[config.mk]
export PLATFORM = sky130hd
export DESIGN_NAME = pcrc_top
export DESIGN_NICKNAME = d
export VERILOG_FILES = /design/src/inc/pcrc_pkg.sv /design/src/verilog/pcrc_top.sv
export SDC_FILE = /design/constraint.sdc
export NUM_CORES = 1
export LEC_CHECK = 0
export ABC_AREA = 1
export BUFFER_PORTS_ARGS = -buffer_cell sky130_fd_sc_hd__buf_2
export CAP_MARGIN = 10
export CORE_UTILIZATION = 65
export CTS_BUF_LIST = sky130_fd_sc_hd__clkbuf_4 sky130_fd_sc_hd__clkbuf_8
export CTS_CLUSTER_SIZE = 20
export DETAILED_ROUTE_END_ITERATION = 8
export GPL_ROUTABILITY_DRIVEN = 0
export MAX_ROUTING_LAYER = met4
export PLACE_DENSITY_LB_ADDON = 0.3
export SLEW_MARGIN = 20
export SYNTH_ARGS = -nofsm -noshare
export SYNTH_HDL_FRONTEND = slang
export SYNTH_SLANG_ARGS = --single-unit
[constraint.sdc]
create_clock -name CLK -period 3.2 [get_ports CLK]
set_input_delay 0.32 -clock CLK [delete_from_list [all_inputs] [get_ports CLK]]
set_output_delay 0.32 -clock CLK [all_outputs]
set_load 0.1 [all_outputs]
[src/inc/pcrc_pkg.sv]
// Constants, register map and field layout of the programmable CRC generator
//------------------------------------------------------------------------------
//------------------------------------------------------------------------------
package pcrc_pkg;
    localparam int DW = 16;
    localparam int AW = 3;
    // Register offsets (word index)
    localparam logic [AW-1:0] OFS_CTRL   = 3'h0;
    localparam logic [AW-1:0] OFS_TERMS  = 3'h1;
    localparam logic [AW-1:0] OFS_WDATA  = 3'h2;
    localparam logic [AW-1:0] OFS_RESULT = 3'h3;
    localparam logic [AW-1:0] OFS_ISTAT  = 3'h4;
    localparam logic [AW-1:0] OFS_IMASK  = 3'h5;
    // Control register fields
    localparam int CTRL_PLEN_LSB  = 0;
    localparam int CTRL_GO_BIT    = 4;
    localparam int CTRL_EMPTY_BIT = 6;
    localparam int CTRL_FULL_BIT  = 7;
    localparam int CTRL_VW_LSB    = 8;
    localparam int CTRL_SIDL_BIT  = 13;
    // Interrupt status fields
    localparam int IST_EMPTY_BIT  = 0;
    // FIFO sizing
    localparam logic [4:0] DEPTH_LONG  = 5'h08;
    localparam logic [4:0] DEPTH_SHORT = 5'h10;
    localparam logic [3:0] PLEN_SPLIT  = 4'h7;
    // Reset values
    localparam logic [3:0]    PLEN_RST   = 4'h0;
    localparam logic [DW-1:0] TERMS_RST  = 16'h0000;
    localparam logic [DW-1:0] RESULT_RST = 16'h0000;
endpackage

[src/verilog/pcrc_top.sv]
// Programmable CRC generator: register port, word FIFO, serial shifter, interrupt
`timescale 1ns/1ps
`default_nettype none
module pcrc_top
    import pcrc_pkg::*;
(
    input  wire logic          CLK,
    input  wire logic          SRST,
    input  wire logic [AW-1:0] ADDR,
    input  wire logic [DW-1:0] WDATA,
    input  wire logic          WR,
    input  wire logic          RD,
    output logic      [DW-1:0] RDATA,
    input  wire logic          SLEEP,
    input  wire logic          IDLE,
    output logic               IRQ
);

    //--------------------------------------------------------------------------
    // Functions
    //--------------------------------------------------------------------------
    function automatic logic [4:0] fifo_depth(input logic [3:0] plen);
        fifo_depth = (plen > PLEN_SPLIT) ? DEPTH_LONG : DEPTH_SHORT;
    endfunction

    function automatic logic [3:0] ptr_inc(input logic [3:0] ptr, input logic [4:0] depth);
        logic [4:0] lim;
        lim = depth - 5'h01;
        ptr_inc = (ptr + 4'h1) & lim[3:0];
    endfunction

    function automatic logic [DW-1:0] len_mask(input logic [3:0] plen);
        logic [DW:0] m;
        m = ({{DW{1'b0}}, 1'b1} << ({1'b0, plen} + 5'h01)) - {{DW{1'b0}}, 1'b1};
        len_mask = m[DW-1:0];
    endfunction

    //--------------------------------------------------------------------------
    // State
    //--------------------------------------------------------------------------
    logic [3:0]    plen_r;
    logic          go_r;
    logic          sidl_r;
    logic [DW-1:0] terms_r;
    logic [DW-1:0] result_r;
    logic [DW-1:0] fifo_mem [DEPTH_SHORT];
    logic [3:0]    wr_ptr_r;
    logic [3:0]    rd_ptr_r;
    logic [4:0]    cnt_r;
    logic [3:0]    bit_r;
    logic [DW-1:0] ist_r;
    logic [DW-1:0] imask_r;
    logic [DW-1:0] rdata_r;

    logic [4:0]    cnt_nxt;
    logic [DW-1:0] crc_nxt;
    logic [DW-1:0] ist_nxt;
    logic [DW-1:0] ctrl_view;
    logic [DW-1:0] rd_mux;

    //--------------------------------------------------------------------------
    // Decode
    //--------------------------------------------------------------------------
    wire        wr_ctrl   = WR && (ADDR == OFS_CTRL);
    wire        wr_terms  = WR && (ADDR == OFS_TERMS);
    wire        wr_data   = WR && (ADDR == OFS_WDATA);
    wire        wr_result = WR && (ADDR == OFS_RESULT);
    wire        wr_istat  = WR && (ADDR == OFS_ISTAT);
    wire        wr_imask  = WR && (ADDR == OFS_IMASK);

    // Frozen stops the shifter and word pops only; register and data writes still land
    wire        frozen    = SLEEP || (IDLE && sidl_r);
    wire [4:0]  depth     = fifo_depth(plen_r);
    wire        full      = (cnt_r == depth);
    wire        empty     = (cnt_r == 5'h00);
    wire        push      = wr_data;
    wire        wrap      = push && full;
    wire        step      = go_r && !empty && !frozen;
    wire        pop       = step && (bit_r == plen_r) && !wrap;
    wire [3:0]  bit_idx   = plen_r - bit_r;
    wire [DW-1:0] cur_word = fifo_mem[rd_ptr_r];
    wire        din       = cur_word[bit_idx];                  // MSb first
    wire        fb        = result_r[plen_r] ^ din;
    wire [DW-1:0] poly    = {terms_r[DW-1:1], 1'b1};
    wire        irq_evt   = (cnt_r == 5'h01) && (cnt_nxt == 5'h00);

    //--------------------------------------------------------------------------
    // Next-state logic
    //--------------------------------------------------------------------------
    always_comb begin
        // Count: a write into a full FIFO wraps to zero
        if (wrap) begin
            cnt_nxt = 5'h00;
        end else if (push && !pop) begin
            cnt_nxt = cnt_r + 5'h01;
        end else if (pop && !push) begin
            cnt_nxt = cnt_r - 5'h01;
        end else begin
            cnt_nxt = cnt_r;
        end
    end

    // Shift one bit per clock into the engine; the top term, bit plen_r+1, falls out of the length mask
    assign crc_nxt = ((result_r << 1) ^ (fb ? poly : {DW{1'b0}})) & len_mask(plen_r);

    // Event set wins over a write-one clear
    assign ist_nxt = (ist_r & ~(wr_istat ? WDATA : {DW{1'b0}}))
                   | ({{(DW-1){1'b0}}, irq_evt} << IST_EMPTY_BIT);

    // Control word as software reads it; count and flags are read-only
    always_comb begin
        ctrl_view = {DW{1'b0}};
        ctrl_view[CTRL_PLEN_LSB +: 4] = plen_r;
        ctrl_view[CTRL_GO_BIT]        = go_r;
        ctrl_view[CTRL_EMPTY_BIT]     = empty;
        ctrl_view[CTRL_FULL_BIT]      = full;
        ctrl_view[CTRL_VW_LSB +: 5]   = cnt_r;
        ctrl_view[CTRL_SIDL_BIT]      = sidl_r;
    end

    // Data and result offsets both read the running CRC
    always_comb begin
        if (ADDR == OFS_CTRL) begin
            rd_mux = ctrl_view;
        end else if (ADDR == OFS_TERMS) begin
            rd_mux = terms_r;
        end else if ((ADDR == OFS_WDATA) || (ADDR == OFS_RESULT)) begin
            rd_mux = result_r;
        end else if (ADDR == OFS_ISTAT) begin
            rd_mux = ist_r;
        end else if (ADDR == OFS_IMASK) begin
            rd_mux = imask_r;
        end else begin
            rd_mux = {DW{1'b0}};
        end
    end

    //--------------------------------------------------------------------------
    // Registers
    //--------------------------------------------------------------------------
    always_ff @(posedge CLK) begin
        if (SRST) begin
            plen_r  <= PLEN_RST;
            go_r    <= 1'b0;
            sidl_r  <= 1'b0;
            terms_r <= TERMS_RST;
            imask_r <= {DW{1'b0}};
        end else begin
            if (wr_ctrl) begin
                plen_r <= WDATA[CTRL_PLEN_LSB +: 4];
                go_r   <= WDATA[CTRL_GO_BIT];
                sidl_r <= WDATA[CTRL_SIDL_BIT];
            end
            if (wr_terms) begin
                terms_r <= {WDATA[DW-1:1], 1'b0};
            end
            if (wr_imask) begin
                imask_r <= WDATA;
            end
        end
    end

    always_ff @(posedge CLK) begin
        if (SRST) begin
            cnt_r    <= 5'h00;
            wr_ptr_r <= 4'h0;
            rd_ptr_r <= 4'h0;
            bit_r    <= 4'h0;
        end else begin
            cnt_r <= cnt_nxt;
            if (wrap) begin
                wr_ptr_r <= 4'h0;
                rd_ptr_r <= 4'h0;
                bit_r    <= 4'h0;
            end else begin
                if (push) begin
                    wr_ptr_r <= ptr_inc(wr_ptr_r, depth);
                end
                if (pop) begin
                    rd_ptr_r <= ptr_inc(rd_ptr_r, depth);
                    bit_r    <= 4'h0;
                end else if (step) begin
                    bit_r <= bit_r + 4'h1;
                end
            end
        end
    end

    // A word written while full is dropped, not stored
    always_ff @(posedge CLK) begin
        if (push && !wrap) begin
            fifo_mem[wr_ptr_r] <= WDATA;
        end
    end

    always_ff @(posedge CLK) begin
        if (SRST) begin
            result_r <= RESULT_RST;
            ist_r    <= {DW{1'b0}};
            rdata_r  <= {DW{1'b0}};
        end else begin
            if (wr_result) begin
                result_r <= WDATA & len_mask(plen_r);
            end else if (step) begin
                result_r <= crc_nxt;
            end
            ist_r <= ist_nxt;
            if (RD) begin
                rdata_r <= rd_mux;
            end
        end
    end

    assign RDATA = rdata_r;
    assign IRQ   = |(ist_r & imask_r);

    // Shift cycles spent on the word that is now leaving the FIFO
    logic [4:0] run_len_r;

    always_ff @(posedge CLK) begin
        if (SRST || pop || wrap) begin
            run_len_r <= 5'h00;
        end else if (step) begin
            run_len_r <= run_len_r + 5'h01;
        end
    end
endmodule
`default_nettype wire

# Word-level counts from Yosys, hierarchy flattened
# Memory sizes are Yosys's and may differ from the RTL's. A register that Yosys moved wholly into a read port is not among the register bits.
# Index checks and enable logic that the tools add are counted.
# word_totals
reg_bits	102
latch_bits	0
ram_bits	256
mem_bits_ro	0
out_inout_bits	17
wordCells	95
memories	1
# op_classes
add_sub_neg	9
n_mul	0
div_mod_pow	0
n_lt_le_gt_ge	3
eq_ne	8
shift	1
mux	21
n_bitwise	10
n_reduce_logical	30
# mem_list
memory	depth	width	rd	rd_clocked_by_memory_dff	write_ports	line_no	text
fifo_mem	16	16	1	1	1	pcrc_top.sv:46	logic [DW-1:0] fifo_mem [DEPTH_SHORT];
# op_table
operator	n
2-to-1 mux 16 bit	9
bitwise AND 16 bit	4
2-to-1 mux 5 bit	4
logical AND 1 bit	16
inverter 16 bit	1
OR 16 x 1 -> 16 bit	1
OR reduction 16 bit	1
left shift 1 x 5 -> 16 bit (first input constant)	1
subtractor 16 x 1 -> 16 bit (second input constant)	1
bitwise XOR 16 bit	1
adder 4 x 1 -> 4 bit (second input constant)	3
logical NOT 5 bit	2
less-than comparator 4 x 5 -> 1 bit (second input constant)	2
bitwise AND 4 bit	2
binary-select mux 1 bit (select 4 bit)	2
2-to-1 mux 4 bit	2
== test 3 x 2 -> 1 bit (second input constant)	2
== test 3 bit (second input constant)	2
adder 4 x 1 -> 5 bit (second input constant)	1
adder 5 x 1 -> 5 bit (second input constant)	1
== test 5 x 1 -> 1 bit (second input constant)	1
== test 5 bit	1
logical NOT 1 bit	5
subtractor 5 x 1 -> 5 bit (second input constant)	1
12 further kinds	16

# Depth between registers and ports, before layout
# logic_depth
ltp_word	13
depth_mapped	20
mapped_depth_nobuf	17

# Worst setup path after synthesis
# No wires, ideal clock.
# synth_timing
kind	flip-flop to flip-flop
from	register plen_r[0]
to	register ist_r[0]
setup_ps	70
t_arrival_ps	2270
required_time_ps	3130
path_slack_ps	860
path_stages_with_launch	13
synth_period_minus_slack_ps	2340
path_cell_list	dfxtp_1 inv_2 ha_1 buf_2 clkinv_1 nor3_2 nand2_1 nor2_1 nor2_1 o21a_1 o21ai_1 nand4_1 a21oi_1
# synth_between
elab_chain_len	13
word_cells_on_any_way	17
cone_classes	order compare: 1; eq/ne: 2; mux: 4; bitwise: 1; reduce/logical: 9
# synth_lines
element	line_no	text
from (decl)	pcrc_top.sv:41	logic [3:0] plen_r;
from (signal assigned)	pcrc_top.sv:150	plen_r <= WDATA[CTRL_PLEN_LSB +: 4];
> comparator 4 x 3 -> 1 bit	pcrc_top.sv:23	fifo_depth = (plen > PLEN_SPLIT) ? DEPTH_LONG : DEPTH_SHORT;
2-to-1 mux 5 bit	pcrc_top.sv:23	
== test 5 bit	pcrc_top.sv:74	wire full = (cnt_r == depth);
logical AND 1 bit	pcrc_top.sv:77	wire wrap = push && full;
logical NOT 1 bit	pcrc_top.sv:79	wire pop = step && (bit_r == plen_r) && !wrap;
logical AND 1 bit	pcrc_top.sv:79	
logical AND 1 bit / logical NOT 1 bit (equally long branches)	pcrc_top.sv:96, pcrc_top.sv:94	
2-to-1 mux 5 bit / logical AND 1 bit (equally long branches)	pcrc_top.sv:96, pcrc_top.sv:94	
2-to-1 mux 5 bit	pcrc_top.sv:94	end else if (push && !pop) begin
2-to-1 mux 5 bit *	pcrc_top.sv:92	if (wrap) begin
logical NOT 5 bit *	pcrc_top.sv:85	wire irq_evt = (cnt_r == 5'h01) && (cnt_nxt == 5'h00);
logical AND 1 bit *	pcrc_top.sv:85	
OR 16 x 1 -> 16 bit *	pcrc_top.sv:108	| ({{(DW-1){1'b0}}, irq_evt} << IST_EMPTY_BIT);
to (signal assigned)	pcrc_top.sv:199	ist_r <= {DW{1'b0}};
to (signal assigned)	pcrc_top.sv:207	ist_r <= ist_nxt;
to (decl)	pcrc_top.sv:51	logic [DW-1:0] ist_r;
# Mark *: on every way between the ends. The rest lies on a longest branch, timed or not.
# A chain may end at the register's enable or synchronous reset.

# Worst setup path after layout
# layout_timing
from	register plen_r[0]
to	register result_r[1]
# layout_between
elab_chain_len	9
word_cells_on_any_way	15
cone_classes	add/sub: 3; shift: 1; mux: 7; bitwise: 4
# layout_lines
element	line_no	text
subtractor 4 bit	pcrc_top.sv:80	wire [3:0] bit_idx = plen_r - bit_r;
binary-select mux 1 bit (select 4 bit)	pcrc_top.sv:82	wire din = cur_word[bit_idx];
2-to-1 mux 1 bit (implied by the code)	pcrc_top.sv:82	
bitwise XOR 1 bit	pcrc_top.sv:83	wire fb = result_r[plen_r] ^ din;
2-to-1 mux 16 bit	pcrc_top.sv:104	assign crc_nxt = ((result_r << 1) ^ (fb ? poly : {DW{1'b0}})) & len_mask(plen_r);
bitwise XOR 16 bit	pcrc_top.sv:104	
bitwise AND 16 bit	pcrc_top.sv:104	
2-to-1 mux 16 bit	pcrc_top.sv:204	end else if (step) begin
2-to-1 mux 16 bit *	pcrc_top.sv:202	if (wr_result) begin
to (signal assigned)	pcrc_top.sv:203	result_r <= WDATA & len_mask(plen_r);
to (signal assigned)	pcrc_top.sv:205	result_r <= crc_nxt;
to (decl)	pcrc_top.sv:45	logic [DW-1:0] result_r;
# Mark *: on every way between the ends. The rest lies on a longest branch, timed or not. The select of a mux whose other input is x is not followed.

==> results.py <==
metrics = {
    "layout": {
        "drive_gt1_share_pct": 11.7,
        "seq_area_um2": 9810,
        "area_growth_pct": 10.7,
        "multiInputGateArea_um2": 5240,
        "fillerInstances": 1673,
        "nNetsFinal": 1759,
        "diodes": 0,
    },
    "timing": {
        "max_slew_margin_pct": 37.3,
        "max_freq_ghz": 0.345,
        "finalSetupViolCount": 0,
        "grt_setup_unrepaired": "no",
        "slew_violations": 0,
        "skew_ns": 0.0293,
        "worst_slack_ns": 0.298,
        "tns_ns": 0,
        "min_period_over_period_pct": 90.7,
        "hold_viol_final": 0,
        "min_period_ns": 2.90,
        "worst_slew_pin_slew_ns": 0.939,
    },
    "synth": {
        "synth_cell_types": 41,
        "postSynthCellCount": 1661,
        "synth_mux_area_share_pct": 0,
        "synth-seq-area-share_pct": 61.8,
        "netlist_area_um2": 15900,
        "ys_ff_latch": 362,
        "yosys_warnings": 0,
        "synth_xor_area_share_pct": 0.828,
        "synth-simple-area-share_pct": 23.8,
        "synth_nets": 1701,
        "synth_area_per_cell_um2": 9.56,
        "synthAdderAreaFrac_pct": 1.23,
        "synth_compound_area_share_pct": 6.87,
        "synth_top_family_by_area": "simple AND/OR/NAND/NOR gates",
    },
    "routing": {
        "via_per_inst": 6.17,
        "drtAntennaViolNets": 0,
        "avgRoutedWirePerCell_um": 20.5,
        "vias": 12800,
        "first_pass_iters": 6,
        "wl_mm": 42.7,
        "post-route-drc-count": 0,
        "dr.first_iter.drc_count": 1488,
    },
    "worst_setup_path": {
        "crit_arrival_ns": 3.41,
        "crit_buf_inv": 2,
        "startpoint_type": "flip-flop",
        "cp_max_fo": 15,
        "path_class": "reg2reg",
        "critical-path-max-stage-delay_ns": 0.72,
        "cp-end-kind": "flip-flop",
        "crit_required_ns": 3.71,
        "cpMaxStageDelayCell": "fa_1",
        "crit_family": "simple AND/OR/NAND/NOR gates",
        "path_cells": "inv_2 -> ha_1 -> fa_1 -> inv_1 -> nand2_1 -> nand3_1 -> nand3_2 -> nand3_2 -> nand3_1 -> nand2_1 -> nand3_1 -> nand2_1 -> a21oi_1",
    },
    "clocking": {
        "clock_latency_ns": 0.61,
        "postCtsSetupBuffers": 0,
        "clkSinkCount": 362,
        "holdBufCountCts": 0,
        "root_buffer": "clkbuf_8",
        "cts_made_buffers": 55,
        "cts.repair.resized": 0,
        "clockBufferDepth": 3,
        "htree_levels": 2,
        "tritoncts": "done",
        "clk_pin_slew_ns": 0.06,
    },
    "run": {
        "maxCapViolCount": 0,
    },
    "hold_path": {
        "hold_path.class": "in2reg",
    },
    "place": {
        "place_ws_ns": 0.373,
        "dp_hpwl_mm": 25.4,
        "io_buffers": 41,
    },
    "grt": {
        "antenna_found_initial": 0,
        "grt.total_usage_pct": 36.5,
        "grt_pass1_vias": 12400,
        "grt_max_degree": 129,
        "grt_remaining_overflow": 0,
        "grt_pass1_wl_mm": 66.3,
    },
    "power_and_ir_drop": {
        "intPower_uw": 7050,
        "pwr-share-comb_pct": 5.7,
        "p_seq_share_pct": 54.9,
        "power.switching_uw": 2190,
        "swShare_pct": 23.7,
        "leakagePower_uw": 0.00657,
        "clockPowerShare_pct": 39.3,
        "power.density_nw_per_um2": 525,
        "peakVddDrop_uv": 338,
    },
    "floorplan": {
        "initial_utilization_pct": 67.0,
        "core_um2": 23700,
        "die_w_um": 158,
        "fp.dieArea_um2": 25100,
        "die_h_um": 158,
        "io_pins": 42,
        "rows": 56,
    },
    "outcome": {
        "outcome": "finished, final reports clean",
    },
}
[per-stage QoR]
step	hold WS [ns]	instances	total power (uW)	util, %	area [um2]
after CTS	0.0471	2081	9230	74.2	17600
after floorplan	0.419	1661	5500	-	15900
final	0.0607	2081	9240	74.2	17600
after global routing	0.0465	2081	9510	74.2	17600
after detailed placement	0.446	1981	5690	69.8	16500
after global placement	0.440	1981	5670	69.8	16500
[cells in the mapped netlist, drive strengths merged]
cell | count | area share, %
nand3 | 327 | 10
conb | 1 | 0.024
o211ai | 1 | 0.047
nand2 | 407 | 9.7
a31oi | 9 | 0.35
fa | 1 | 0.13
a221oi | 9 | 0.50
o22ai | 22 | 0.87
dfxtp | 106 | 13
a211oi | 4 | 0.19
nor2 | 116 | 2.8
xnor2 | 4 | 0.22
xor2 | 11 | 0.61
or3 | 1 | 0.039
o21a | 2 | 0.095
inv | 113 | 2.7
clkbuf | 37 | 0.87
a2111oi | 1 | 0.055
o221ai | 7 | 0.39
o21ai | 67 | 2.1
ha | 14 | 1.1
nor4 | 3 | 0.12
o2111a | 3 | 0.21
nand4 | 5 | 0.20
a311oi | 2 | 0.11
a21oi | 61 | 1.9
edfxtp | 256 | 48
buf | 50 | 1.8
nor3b | 1 | 0.047
clkinv | 3 | 0.071
nor3 | 17 | 0.57
[power by group through the flow]
stage,sequential (uW),clock (uW),combinational (uW)
global route,5070,3870,568
CTS,5070,3640,519
global placement,5170,0,504
finish,5070,3630,531
detailed placement,5170,0,516
floorplan,5230,0,261
[per-layer routing]
layer | up-vias | GRT usage (%) | routed length [um]
met1 | 5924 | 43.9 | 15400
met4 | 0 | 22.0 | 2710
li1 | 5859 | - | -
met3 | 208 | 6.23 | 4660
met2 | 846 | 58.1 | 20000
met5 | - | - | 0
[area by class of cell]
class | instances | area share, %
clock buffers | 75 | 5.30
clock inverters | 25 | 0.648
inverters | 116 | 2.49
multi-input cells | 1096 | 29.8
flip-flops and latches | 362 | 55.8
well taps | 319 | 2.27
repair buffers | 88 | 3.67
[flip-flops by register name (all words and copies together) (netlist names), named ones only]
name	cells
ist_r	16
bit_r	4
fifo_mem	256
RDATA	16
rd_ptr_r	4
go_r	1
sidl_r	1
plen_r	4
imask_r	16
cnt_r	5
terms_r	15
wr_ptr_r	4
result_r	16
[worst reg2reg max path, stage by stage, from the launching register on]
cell and delay, ns:
dfxtp_1 0.37, inv_2 0.09, ha_1 0.23, fa_1 0.72, inv_1 0.20, nand2_1 0.12, nand3_1 0.10, nand3_2 0.16
nand3_2 0.31, nand3_1 0.20, nand2_1 0.07, nand3_1 0.06, nand2_1 0.06, a21oi_1 0.14
[path summary, 6_finish.rpt]
| path | cells past startpoint | endpoint | slack, ns | from |
|---|---|---|---|---|
| max | 13 | result_r[1] | 0.30 | plen_r[0] |
| min | 3 | sidl_r | 0.06 | WR |
| max reg2reg | 13 | result_r[1] | 0.30 | plen_r[0] |
| min reg2reg | 2 | ist_r[6] | 0.46 | ist_r[6] |
[logic make-up (layout without fill, tap and decap cells)]
group | count (synthesis) | in the layout
xor gates and xnor gates | 15 | 15
AOI/OAI and AO/OA | 188 | 188
other | 1 | 1
DFF | 362 | 362
and+or+nand+nor | 877 | 877
adders and majority gates | 15 | 15
buffers and inverters | 203 | 304
[cell usage in the layout, fill, tap and decap left out, types with 4 or more instances in the layout]
cell | netlist | layout
nand2_2 | 4 | 4
buf_2 | 27 | 41
a31oi_1 | 9 | 9
inv_2 | 9 | 8
xnor2_1 | 4 | 4
a21oi_1 | 60 | 60
clkbuf_8 | 0 | 59
dfxtp_1 | 106 | 104
a221oi_1 | 9 | 9
clkinv_1 | 3 | 18
nand3_1 | 324 | 324
xor2_1 | 11 | 11
o221ai_1 | 7 | 7
a211oi_1 | 4 | 4
nand2_1 | 403 | 403
buf_4 | 16 | 40
ha_1 | 14 | 14
nand4_1 | 5 | 5
buf_12 | 0 | 7
clkbuf_4 | 0 | 16
inv_1 | 104 | 104
edfxtp_1 | 256 | 256
clkinv_2 | 0 | 8
o22ai_1 | 22 | 22
o21ai_0 | 65 | 65
nor2_1 | 115 | 102
nor3_1 | 16 | 16
nor2_2 | 1 | 14
Power figures use the tool's default switching activity.
